File: src/logic/aes_pkg.sv
package aes_pkg;

  // ----------------------------------------------------------------
  // Register map
  // ----------------------------------------------------------------
  localparam logic [15:0] ADDR_FLAGS  = 16'hF0E8;  // Secondary interrupt flags
  localparam logic [15:0] ADDR_MASK   = 16'hF0E9;  // Secondary interrupt mask
  localparam logic [15:0] ADDR_STATUS = 16'hF0EA;  // Interface status

  // ----------------------------------------------------------------
  // Field positions
  // ----------------------------------------------------------------
  localparam int BIT_NDA   = 0;  // Nondata command mismatch
  localparam int BIT_DSEQ  = 1;  // Packet data sequence error
  localparam int BIT_SEQ   = 2;  // Packet command sequence error
  localparam int BIT_BSY   = 3;  // Drive busy at launch
  localparam int BIT_OVR   = 0;  // Status: drive overrun
  localparam int PIN_DMARQ = 0;  // Pin vector positions
  localparam int PIN_DMACK = 1;
  localparam int PIN_INTRQ = 2;

  // ----------------------------------------------------------------
  // Reset values and codes
  // ----------------------------------------------------------------
  localparam logic [3:0] FLAGS_RST   = 4'h0;
  localparam logic [3:0] MASK_RST    = 4'h0;
  localparam logic [2:0] PINS_RST    = 3'h0;
  localparam logic [3:0] RSV_HIGH    = 4'h0;   // Upper nibble readback
  localparam logic [7:0] RDATA_RST   = 8'h00;
  localparam logic [7:0] PACKET_CMD  = 8'hA0;  // Packet command code

  // Ultra DMA overrun handling
  typedef enum logic [1:0] {
    UD_IDLE,
    UD_PAUSE,
    UD_WATCH
  } aes_ud_t;

endpackage

File: src/logic/aes_flags.sv
// What this block does
// - Nondata config plus active transfer sets flag0
// - Packet data phase violation sets flag1
// - Violation between A0h and packet sets flag2
// - Busy at launch sets flag3, blocks command in automatic command mode
// - Status bits 3:1 mirror DMA and interrupt pins
// - Drive moving excess data sets overrun bit
// - Overrun also raises byte count mismatch
// - PIO auto: interrupt then DRQ sets overrun
// - UDMA read overrun pauses and terminates burst
// - Overrun set only if DMARQ returns first
// - Overrun cleared by write one or launch
// - Secondary flags upper nibble reads zero
// - Byte count mismatch flagged to primary logic
// - Pending output shows enabled secondary flags
// - Flags interrupt only where mask bit set
module aes_flags (
  input  wire logic        clk_i,
  input  wire logic        rst_i,
  // MCU data space access
  input  wire logic [15:0] xaddr_i,
  input  wire logic        xwr_i,
  input  wire logic        xrd_i,
  input  wire logic [7:0]  xwdata_i,
  output logic      [7:0]  xrdata_o,
  // Drive pins
  input  wire logic        dmarq_i,
  input  wire logic        dmack_n_i,
  input  wire logic        intrq_i,
  // Sequencer events and modes
  input  wire logic        command_launch_i,
  input  wire logic        auto_cmd_mode_i,
  input  wire logic        drive_busy_i,
  input  wire logic        nondata_cfg_i,
  input  wire logic        cmd_issue_i,
  input  wire logic        drive_data_active_i,
  input  wire logic        packet_mode_i,
  input  wire logic        full_auto_i,
  input  wire logic        data_phase_i,
  input  wire logic        seq_violation_i,
  input  wire logic        cmd_wr_i,
  input  wire logic [7:0]  cmd_code_i,
  input  wire logic        packet_sent_i,
  input  wire logic        length_exceeded_i,
  input  wire logic        xfer_mismatch_i,
  input  wire logic        pio_auto_i,
  input  wire logic        status_rd_i,
  input  wire logic        status_drq_i,
  input  wire logic        udma_read_i,
  input  wire logic        udma_overrun_i,
  // Results
  output logic             launch_go_o,
  output logic             byte_count_mismatch_o,
  output logic             secondary_pending_o,
  output logic             irq_o,
  output logic             udma_pause_o,
  output logic             udma_stop_o
);
  import aes_pkg::*;

  // ----------------------------------------------------------------
  // State
  // ----------------------------------------------------------------
  typedef struct packed {
    logic [2:0] sy1;
    logic [2:0] sy2;
    logic [2:0] sy3;
    logic [2:0] pin;
    logic [3:0] flags;
    logic [3:0] mask;
    logic       ovr;
    logic       pkt_wait;
    logic       intrq_seen;
    aes_ud_t    ud;
    logic [7:0] rdata;
    logic       mis;
    logic       go;
  } aes_state_t;

  aes_state_t q;
  aes_state_t d;

  logic [3:0] set_v;
  logic [3:0] clr_v;
  logic       ovr_set;
  logic       ovr_clr;
  logic       pin_ok;

  // Next state
  always_comb begin
    d = q;
    // Pin synchronisers, change taken once stages two and three agree
    d.sy1 = {intrq_i, dmack_n_i, dmarq_i};
    d.sy2 = q.sy1;
    d.sy3 = q.sy2;
    pin_ok = (q.sy2 == q.sy3);
    if (pin_ok) begin
      d.pin = q.sy2;
    end

    // Window between packet command write and packet bytes
    if (packet_sent_i || command_launch_i) begin
      d.pkt_wait = 1'b0;
    end
    if (cmd_wr_i && packet_mode_i && full_auto_i && cmd_code_i == PACKET_CMD) begin
      d.pkt_wait = 1'b1;
    end

    // Secondary flag events
    set_v = 4'h0;
    set_v[BIT_NDA]  = nondata_cfg_i && cmd_issue_i && drive_data_active_i;
    set_v[BIT_DSEQ] = packet_mode_i && data_phase_i && seq_violation_i;
    set_v[BIT_SEQ]  = packet_mode_i && full_auto_i && q.pkt_wait
                      && seq_violation_i;
    set_v[BIT_BSY]  = command_launch_i && drive_busy_i;

    // Write one to clear, set wins
    clr_v = 4'h0;
    if (xwr_i && xaddr_i == ADDR_FLAGS) begin
      clr_v = xwdata_i[3:0];
    end
    d.flags = (q.flags & ~clr_v) | set_v;

    // Mask register
    if (xwr_i && xaddr_i == ADDR_MASK) begin
      d.mask = xwdata_i[3:0];
    end

    // Command proceeds unless busy in automatic command mode
    d.go = command_launch_i && !(drive_busy_i && auto_cmd_mode_i);

    // PIO auto: interrupt seen, later status read with DRQ
    if (command_launch_i || !pio_auto_i) begin
      d.intrq_seen = 1'b0;
    end else if (q.pin[PIN_INTRQ]) begin
      d.intrq_seen = 1'b1;
    end
    ovr_set = length_exceeded_i;
    if (pio_auto_i && q.intrq_seen && status_rd_i && status_drq_i) begin
      ovr_set = 1'b1;
    end

    // UDMA read overrun: pause, wait DMARQ drop, then watch
    case (q.ud)
      UD_IDLE: begin
        if (udma_read_i && udma_overrun_i) begin
          d.ud = UD_PAUSE;
        end
      end
      UD_PAUSE: begin
        if (q.pin[PIN_INTRQ]) begin
          d.ud = UD_IDLE;
        end else if (!q.pin[PIN_DMARQ]) begin
          d.ud = UD_WATCH;
        end
      end
      UD_WATCH: begin
        if (q.pin[PIN_INTRQ]) begin
          d.ud = UD_IDLE;
        end else if (q.pin[PIN_DMARQ]) begin
          d.ud = UD_IDLE;
          ovr_set = 1'b1;
        end
      end
      default: begin
        d.ud = UD_IDLE;
      end
    endcase

    // Overrun bit: write one or launch clears, set wins
    ovr_clr = command_launch_i
              || (xwr_i && xaddr_i == ADDR_STATUS && xwdata_i[BIT_OVR]);
    if (ovr_set) begin
      d.ovr = 1'b1;
    end else if (ovr_clr) begin
      d.ovr = 1'b0;
    end

    // Mismatch report toward primary flags
    d.mis = ovr_set || xfer_mismatch_i;

    // Read data, one cycle after the strobe
    if (xrd_i) begin
      if (xaddr_i == ADDR_FLAGS) begin
        d.rdata = {RSV_HIGH, q.flags};
      end else if (xaddr_i == ADDR_MASK) begin
        d.rdata = {4'h0, q.mask};
      end else if (xaddr_i == ADDR_STATUS) begin
        d.rdata = {4'h0, q.pin, q.ovr};
      end else begin
        d.rdata = RDATA_RST;
      end
    end
  end

  // Registers
  always_ff @(posedge clk_i) begin
    if (rst_i) begin
      q.sy1        <= PINS_RST;
      q.sy2        <= PINS_RST;
      q.sy3        <= PINS_RST;
      q.pin        <= PINS_RST;
      q.flags      <= FLAGS_RST;
      q.mask       <= MASK_RST;
      q.ovr        <= 1'b0;
      q.pkt_wait   <= 1'b0;
      q.intrq_seen <= 1'b0;
      q.ud         <= UD_IDLE;
      q.rdata      <= RDATA_RST;
      q.mis        <= 1'b0;
      q.go         <= 1'b0;
    end else begin
      q <= d;
    end
  end

  // Outputs
  assign xrdata_o              = q.rdata;
  assign launch_go_o           = q.go;
  assign byte_count_mismatch_o = q.mis;
  assign secondary_pending_o   = |(q.flags & q.mask);
  assign irq_o                 = |(q.flags & q.mask);
  assign udma_pause_o          = (q.ud != UD_IDLE);
  assign udma_stop_o           = (q.ud != UD_IDLE);

  // ----------------------------------------------------------------
  // Checks
  // ----------------------------------------------------------------
  property p_nda;
    @(posedge clk_i) disable iff (rst_i)
    nondata_cfg_i && cmd_issue_i && drive_data_active_i |=> q.flags[BIT_NDA];
  endproperty
  a_nda: assert property (p_nda) else $error("nondata mismatch not flagged");

  property p_dseq;
    @(posedge clk_i) disable iff (rst_i)
    packet_mode_i && data_phase_i && seq_violation_i |=> q.flags[BIT_DSEQ];
  endproperty
  a_dseq: assert property (p_dseq) else $error("data sequence error lost");

  property p_seq;
    @(posedge clk_i) disable iff (rst_i)
    cmd_wr_i && packet_mode_i && full_auto_i && cmd_code_i == PACKET_CMD
    ##1 (packet_mode_i && full_auto_i && seq_violation_i && !packet_sent_i
    && !command_launch_i) |=> q.flags[BIT_SEQ];
  endproperty
  a_seq: assert property (p_seq) else $error("command sequence error lost");

  property p_bsy;
    @(posedge clk_i) disable iff (rst_i)
    command_launch_i && drive_busy_i && auto_cmd_mode_i
    |=> q.flags[BIT_BSY] && !launch_go_o;
  endproperty
  a_bsy: assert property (p_bsy) else $error("busy launch not blocked");

  property p_mirror;
    @(posedge clk_i) disable iff (rst_i)
    xrd_i && xaddr_i == ADDR_STATUS
    |=> xrdata_o[3:1] == $past(q.pin) && xrdata_o[7:4] == 4'h0;
  endproperty
  a_mirror: assert property (p_mirror) else $error("pin mirror wrong");

  property p_pio;
    @(posedge clk_i) disable iff (rst_i)
    pio_auto_i && q.intrq_seen && status_rd_i && status_drq_i
    |=> q.ovr && byte_count_mismatch_o;
  endproperty
  a_pio: assert property (p_pio) else $error("pio overrun not set");

  property p_pause;
    @(posedge clk_i) disable iff (rst_i)
    q.ud == UD_IDLE && udma_read_i && udma_overrun_i |=> udma_pause_o && udma_stop_o;
  endproperty
  a_pause: assert property (p_pause) else $error("udma not paused");

  property p_intrq_wins;
    @(posedge clk_i) disable iff (rst_i)
    q.ud == UD_WATCH && q.pin[PIN_INTRQ] && !q.ovr && !length_exceeded_i
    && !pio_auto_i |=> !q.ovr && !udma_pause_o;
  endproperty
  a_intrq_wins: assert property (p_intrq_wins) else $error("overrun set after intrq");

  property p_mis;
    @(posedge clk_i) disable iff (rst_i)
    $rose(q.ovr) |-> byte_count_mismatch_o;
  endproperty
  a_mis: assert property (p_mis) else $error("overrun without mismatch");

  property p_ovr_clr;
    @(posedge clk_i) disable iff (rst_i)
    command_launch_i && !length_exceeded_i && !pio_auto_i && q.ud == UD_IDLE
    |=> !q.ovr;
  endproperty
  a_ovr_clr: assert property (p_ovr_clr) else $error("launch did not clear overrun");

  property p_rsv;
    @(posedge clk_i) disable iff (rst_i)
    xrd_i && xaddr_i == ADDR_FLAGS |=> xrdata_o[7:4] == 4'h0;
  endproperty
  a_rsv: assert property (p_rsv) else $error("reserved bits not zero");

  property p_hold;
    @(posedge clk_i) disable iff (rst_i)
    q.flags[BIT_BSY] && !(xwr_i && xaddr_i == ADDR_FLAGS) |=> q.flags[BIT_BSY];
  endproperty
  a_hold: assert property (p_hold) else $error("flag dropped without clear");

  property p_irq;
    @(posedge clk_i) disable iff (rst_i)
    xwr_i && xaddr_i == ADDR_MASK && xwdata_i[3:0] == 4'h0 |=> !irq_o;
  endproperty
  a_irq: assert property (p_irq) else $error("masked flag raised irq");

endmodule // aes_flags

File: config.mk
export PLATFORM = sky130hd
export DESIGN_NAME = aes_flags
export DESIGN_NICKNAME = d
export VERILOG_FILES = /design/src/logic/aes_pkg.sv /design/src/logic/aes_flags.sv
export SDC_FILE = /design/constraint.sdc
export NUM_CORES = 1
export LEC_CHECK = 0
export ABC_CLOCK_PERIOD_IN_PS = 1600
export BUFFER_PORTS_ARGS = -buffer_cell sky130_fd_sc_hd__buf_2
export CAP_MARGIN = 25
export CORE_UTILIZATION = 30
export CTS_CLUSTER_DIAMETER = 50
export DETAILED_ROUTE_END_ITERATION = 7
export PLACE_DENSITY = 0.67
export SLEW_MARGIN = 20
export SYNTH_ARGS = -nofsm -noshare
export SYNTH_HDL_FRONTEND = slang
export SYNTH_SLANG_ARGS = --single-unit
export TNS_END_PERCENT = 10
File: constraint.sdc
create_clock -name clk_i -period 1.6 [get_ports clk_i]
set_clock_uncertainty 0.1 [all_clocks]
set_input_delay 0.32 -clock clk_i [delete_from_list [all_inputs] [get_ports clk_i]]
set_output_delay 0.32 -clock clk_i [all_outputs]
set_load 0.01 [all_outputs]
Word level (Yosys, flattened, before mapping)

Index checks and enable logic that the tools add are counted.

Flip-flop bits (word level): 35
Input port bits: 58
Output and inout port bits: 14
Word-level logic and storage cells: 79

Equal/unequal tests: 10
Mux-type cells: 18
Bitwise operators: 4
Reductions and logical operators: 34

Operators with widths:

| kind                                                             | count |
|---|---|
| 16-bit == test (second input constant)                           | 3 |
| 1-bit logical AND                                                | 21 |
| 4-bit two-way mux                                                | 4 |
| 2-bit two-way mux                                                | 5 |
| 4-bit bitwise AND                                                | 2 |
| 8-bit == test (second input constant)                            | 1 |
| 1-bit two-way mux                                                | 8 |
| 3-bit inequality test (second input constant)                    | 2 |
| 2-bit one-hot mux with 3 select lines                            | 1 |
| 2-bit nonzero test                                               | 3 |
| 1-bit logical OR                                                 | 4 |
| 4-bit inverter                                                   | 1 |
| 4-bit OR                                                         | 1 |
| 4-bit OR reduction                                               | 1 |
| 3-bit == test                                                    | 1 |
| 3-bit AND reduction                                              | 1 |
| 2-bit by 1-bit == test with 1-bit output (second input constant) | 1 |
| 2-bit == test (second input constant)                            | 1 |
| 1-bit zero test                                                  | 2 |
| 2-bit zero test                                                  | 1 |
| 2-bit inequality test (second input constant)                    | 1 |
| 2-bit OR reduction                                               | 1 |

Longest topological paths before layout

Depth in word-level cells: 8
Gate-level depth with buffers: 5
Gate-level depth less buffers: 4

Worst setup path before layout

No wires, ideal clock.

Path kind: input to register
Start: in xaddr_i[8]
End: reg q[14] (netlist bit)
Library setup time: 132 ps
Data arrival time: 1113 ps
Required time: 1368 ps
Slack: 255 ps
Stages on the path: 4
Path buffers: 0
Cells stage by stage: and4bb_1 > nand4_1 > o211ai_1 > a21oi_1

Cells in the longest elaborated chain, start to end: 5

RTL lines:

| what                                | line             | RTL |
|---|---|---|
| start: declaration                  | aes_flags.sv:21  | `input wire logic [15:0] xaddr_i,` |
| 16-bit == test                      | aes_flags.sv:172 | `\|\| (xwr_i && xaddr_i == ADDR_STATUS && xwdata_i[BIT_OVR]);` |
| 1-bit logical AND (2 in series)     | aes_flags.sv:172 |  |
| 1-bit logical OR                    | aes_flags.sv:172 |  |
| 2-bit nonzero test (no source line) | n/a              |  |
| end: declaration                    | aes_flags.sv:80  | `aes_state_t q;` |

No other way between the ends.
A chain may end at the register's enable or synchronous reset.

Final worst setup path

Start: reg q[11] (netlist bit)
End: out udma_pause_o

Cells in the longest elaborated chain, start to end: 1

RTL lines:

| what               | line             | RTL |
|---|---|---|
| 2-bit nonzero test | aes_flags.sv:223 | `assign udma_pause_o = (q.ud != UD_IDLE);` |
| end: declaration   | aes_flags.sv:56  | `output logic udma_pause_o,` |

No other way between the ends.

==> impl_metrics.tcl <==
set metrics [dict create \
    pwr_density_cell_nw_per_um2 861 \
    insertion_delay_ns 0.28 \
    violations "design-rule violations" \
    fin_setup_tns_ns 0 \
    hold_depth 2 \
    hpwlAfterDp_um 2380 \
    min_period_ns 1.48 \
    ios 72 \
    finalCritPeriodShare_pct 92.7 \
    grtUsageMet2_pct 22.7 \
    cp.required_ns 1.18 \
    leakage_nw 0.807 \
    crit_arrival_ns 1.06 \
    met3_usage_pct 5.19 \
    final_util_pct 40.6 \
    start_util_pct 31.7 \
    place_congestion 0.815 \
    layout-drive-gt1-share_pct 36.2 \
    port_buffers 63 \
    synthesis.area_um2 1410 \
    synth_cell_types 38 \
    r2r_slack_ns 0.42 \
    overflow 0 \
    drt-wirelength-per-cell_um 11.0 \
    final_max_slew_viol_count 0 \
    nFillCells 485 \
    grt_busiest_layer "met2" \
    vias 1294 \
    stdcell_area_um2 1810 \
    fin_cells 270 \
    area_growth_pct 28.3 \
    ant_nets 0 \
    cts_root_buffer "clkbuf_8" \
    crit_path_start_kind "flip-flop" \
    status "finished with violations" \
    grt_use_met1_pct 14.7 \
    drc 7 \
    htree_levels 2 \
    rsz0062_at_grt "no" \
    final_nets 275 \
    path_max_fanout 4 \
    diodes 0 \
    detail_route.wirelength_um 2980 \
    worstSetupEndpointType "output pin" \
    setup_viol 0 \
    core.rowCount 24 \
    yosys_warnings 0 \
    ctsResizeCount 0 \
    place_area_um2 1720 \
    syn_area_per_cell_um2 9.02 \
    ys.flop_type "dfxtp_1" \
    grt_pass1_wl_um 5110 \
    die_w_um 70.5 \
    synth_edf_count 0 \
    syn_inst 156 \
    grt_max_degree 17 \
    drv_cap 0 \
    hold_path_class "in -> reg" \
    grt_pass1_vias 1282 \
    core_um2 4440 \
    drt_pass1_iterations 6 \
    place_inst 262 \
    cts_buffers 5 \
    cts_setup_buffers 0 \
    async_flop_share_pct 0 \
    antenna_found_initial 0 \
    seq_area_frac_synth_pct 44.1 \
    clock-sinks 31 \
    hold_buffers 0 \
    cts.path.max_buffers 2 \
    synth_seq_cells 31 \
    fp.dieH_um 70.5 \
    viasPerCell 4.79 \
    cts_tree "built" \
    drt_iter0_drc 35 \
    reg2regPathDepth 4 \
    criticalPathCategory "reg -> out" \
    clk_pin_slew_worst_paths_ns 0.06 \
    fmax_mhz 674 \
    dieArea_um2 4970 \
    ir_drop_mv 0.411 \
    grt_util_all_layers_pct 13.3 \
    hold_viol 0 \
]
metal layers:
layer	vias up	wire length, um
li1	662	-
met1	585	1330
met2	43	1440
met3	4	160
met4	0	44
met5	-	0
synthesized netlist by cell type, types with 2 or more instances:
cell	count	area, um2
nor2b_1	11	68.8
buf_2	2	10.0
xnor2_1	4	35.0
mux2i_1	6	60.1
a22oi_1	2	15.0
and4b_1	2	20.0
nor3_1	2	10.0
nor2_1	8	30.0
a22o_1	4	35.0
a31oi_1	2	12.5
a21oi_1	12	60.1
o21ai_0	12	60.1
nand3_1	8	40.0
nor4b_1	2	17.5
buf_4	10	75.1
inv_1	4	15.0
nand2_1	13	48.8
nand4_1	2	12.5
dfxtp_1	31	621
cell families (layout without fill, tap and decap cells):
family	count (synthesis)	in the layout	synth area share (%)
AND/OR/NAND/NOR	61	61	26.6
buffers and inverters	18	77	7.64
AO/OA/AOI/OAI	35	35	14.7
flip-flops	31	31	44.1
multiplexers	6	6	4.27
XOR/XNOR	4	4	2.49
other	1	4	0.266
critical path: stages (launching register included):
cell and delay [ns]:
dfxtp_1 0.34, or2_2 0.31, buf_2 0.14
layout make-up:
type                            instances  area [um2]  share of cell area (%)
Inverter                                4        15.0                   0.832
Sequential cell                        31         621                    34.4
Tap cell                               52        65.1                    3.60
Multi-Input combinational cell        110         691                    38.3
Clock buffer                            5        68.8                    3.81
Timing Repair Buffer                   65         330                    18.3
Clock inverter                          3        15.0                   0.832
final timing paths:
check                                               to          startpoint
worst max-delay path                      udma_pause_o  q[11]$_SDFFE_PP0P_
worst min-delay path            launch_go_o$_SDFF_PP0_     auto_cmd_mode_i
worst max register to register      q[23]$_SDFFE_PP0N_    d[27]$_SDFF_PP0_
worst min register to register        d[28]$_SDFF_PP0_    d[31]$_SDFF_PP0_
through the flow:
step	hold slack [ns]	setup slack, ns	power (mW)
finish	0.138	0.116	1.55
global placement	0.317	0.120	0.994
detailed placement	0.325	0.0822	0.998
floorplan	0.297	0.255	0.918
CTS	0.135	0.102	1.58
global route	0.131	0.0661	1.65
layout by cell type, fill, tap and decap left out:
cell	netlist	final
conb_1	1	4
buf_4	10	2
nor3_1	2	2
a31o_2	1	1
nand3_1	8	8
or2_2	1	1
nor4b_4	1	1
nand3b_1	1	1
nand2_1	13	13
nor4_1	1	1
a21oi_1	12	12
o211ai_1	1	1
inv_1	4	4
nor2_1	8	8
a211oi_1	1	1
and4bb_2	1	1
a22o_1	4	4
nand2b_1	1	1
clkinv_2	0	3
dfxtp_1	31	31
and4b_1	2	2
nor4bb_1	1	1
buf_2	2	63
nand2_2	1	1
and4_1	1	1
clkbuf_8	0	5
a31oi_1	2	2
and3b_1	1	1
mux2i_1	6	6
and4_2	1	1
xnor2_1	4	4
a22oi_1	2	2
o21ai_0	12	12
nor3b_1	1	1
nor4b_1	2	2
nand4_1	2	2
and4bb_1	1	1
nor2b_1	11	11
flip-flops by register name, summed over array words and instances (netlist names):
signal and count:
d 6, q 19, launch_go_o 1, xrdata_o 4, byte_count_mismatch_o 1
power breakdown:
group / internal [mW] / leakage (nW) / switching, mW
combinational: 0.0908 / 0.506 / 0.0797
clock: 0.297 / 0.0477 / 0.278
sequential: 0.795 / 0.253 / 0.0141
No activity file was read; power rests on OpenSTA's default activity.
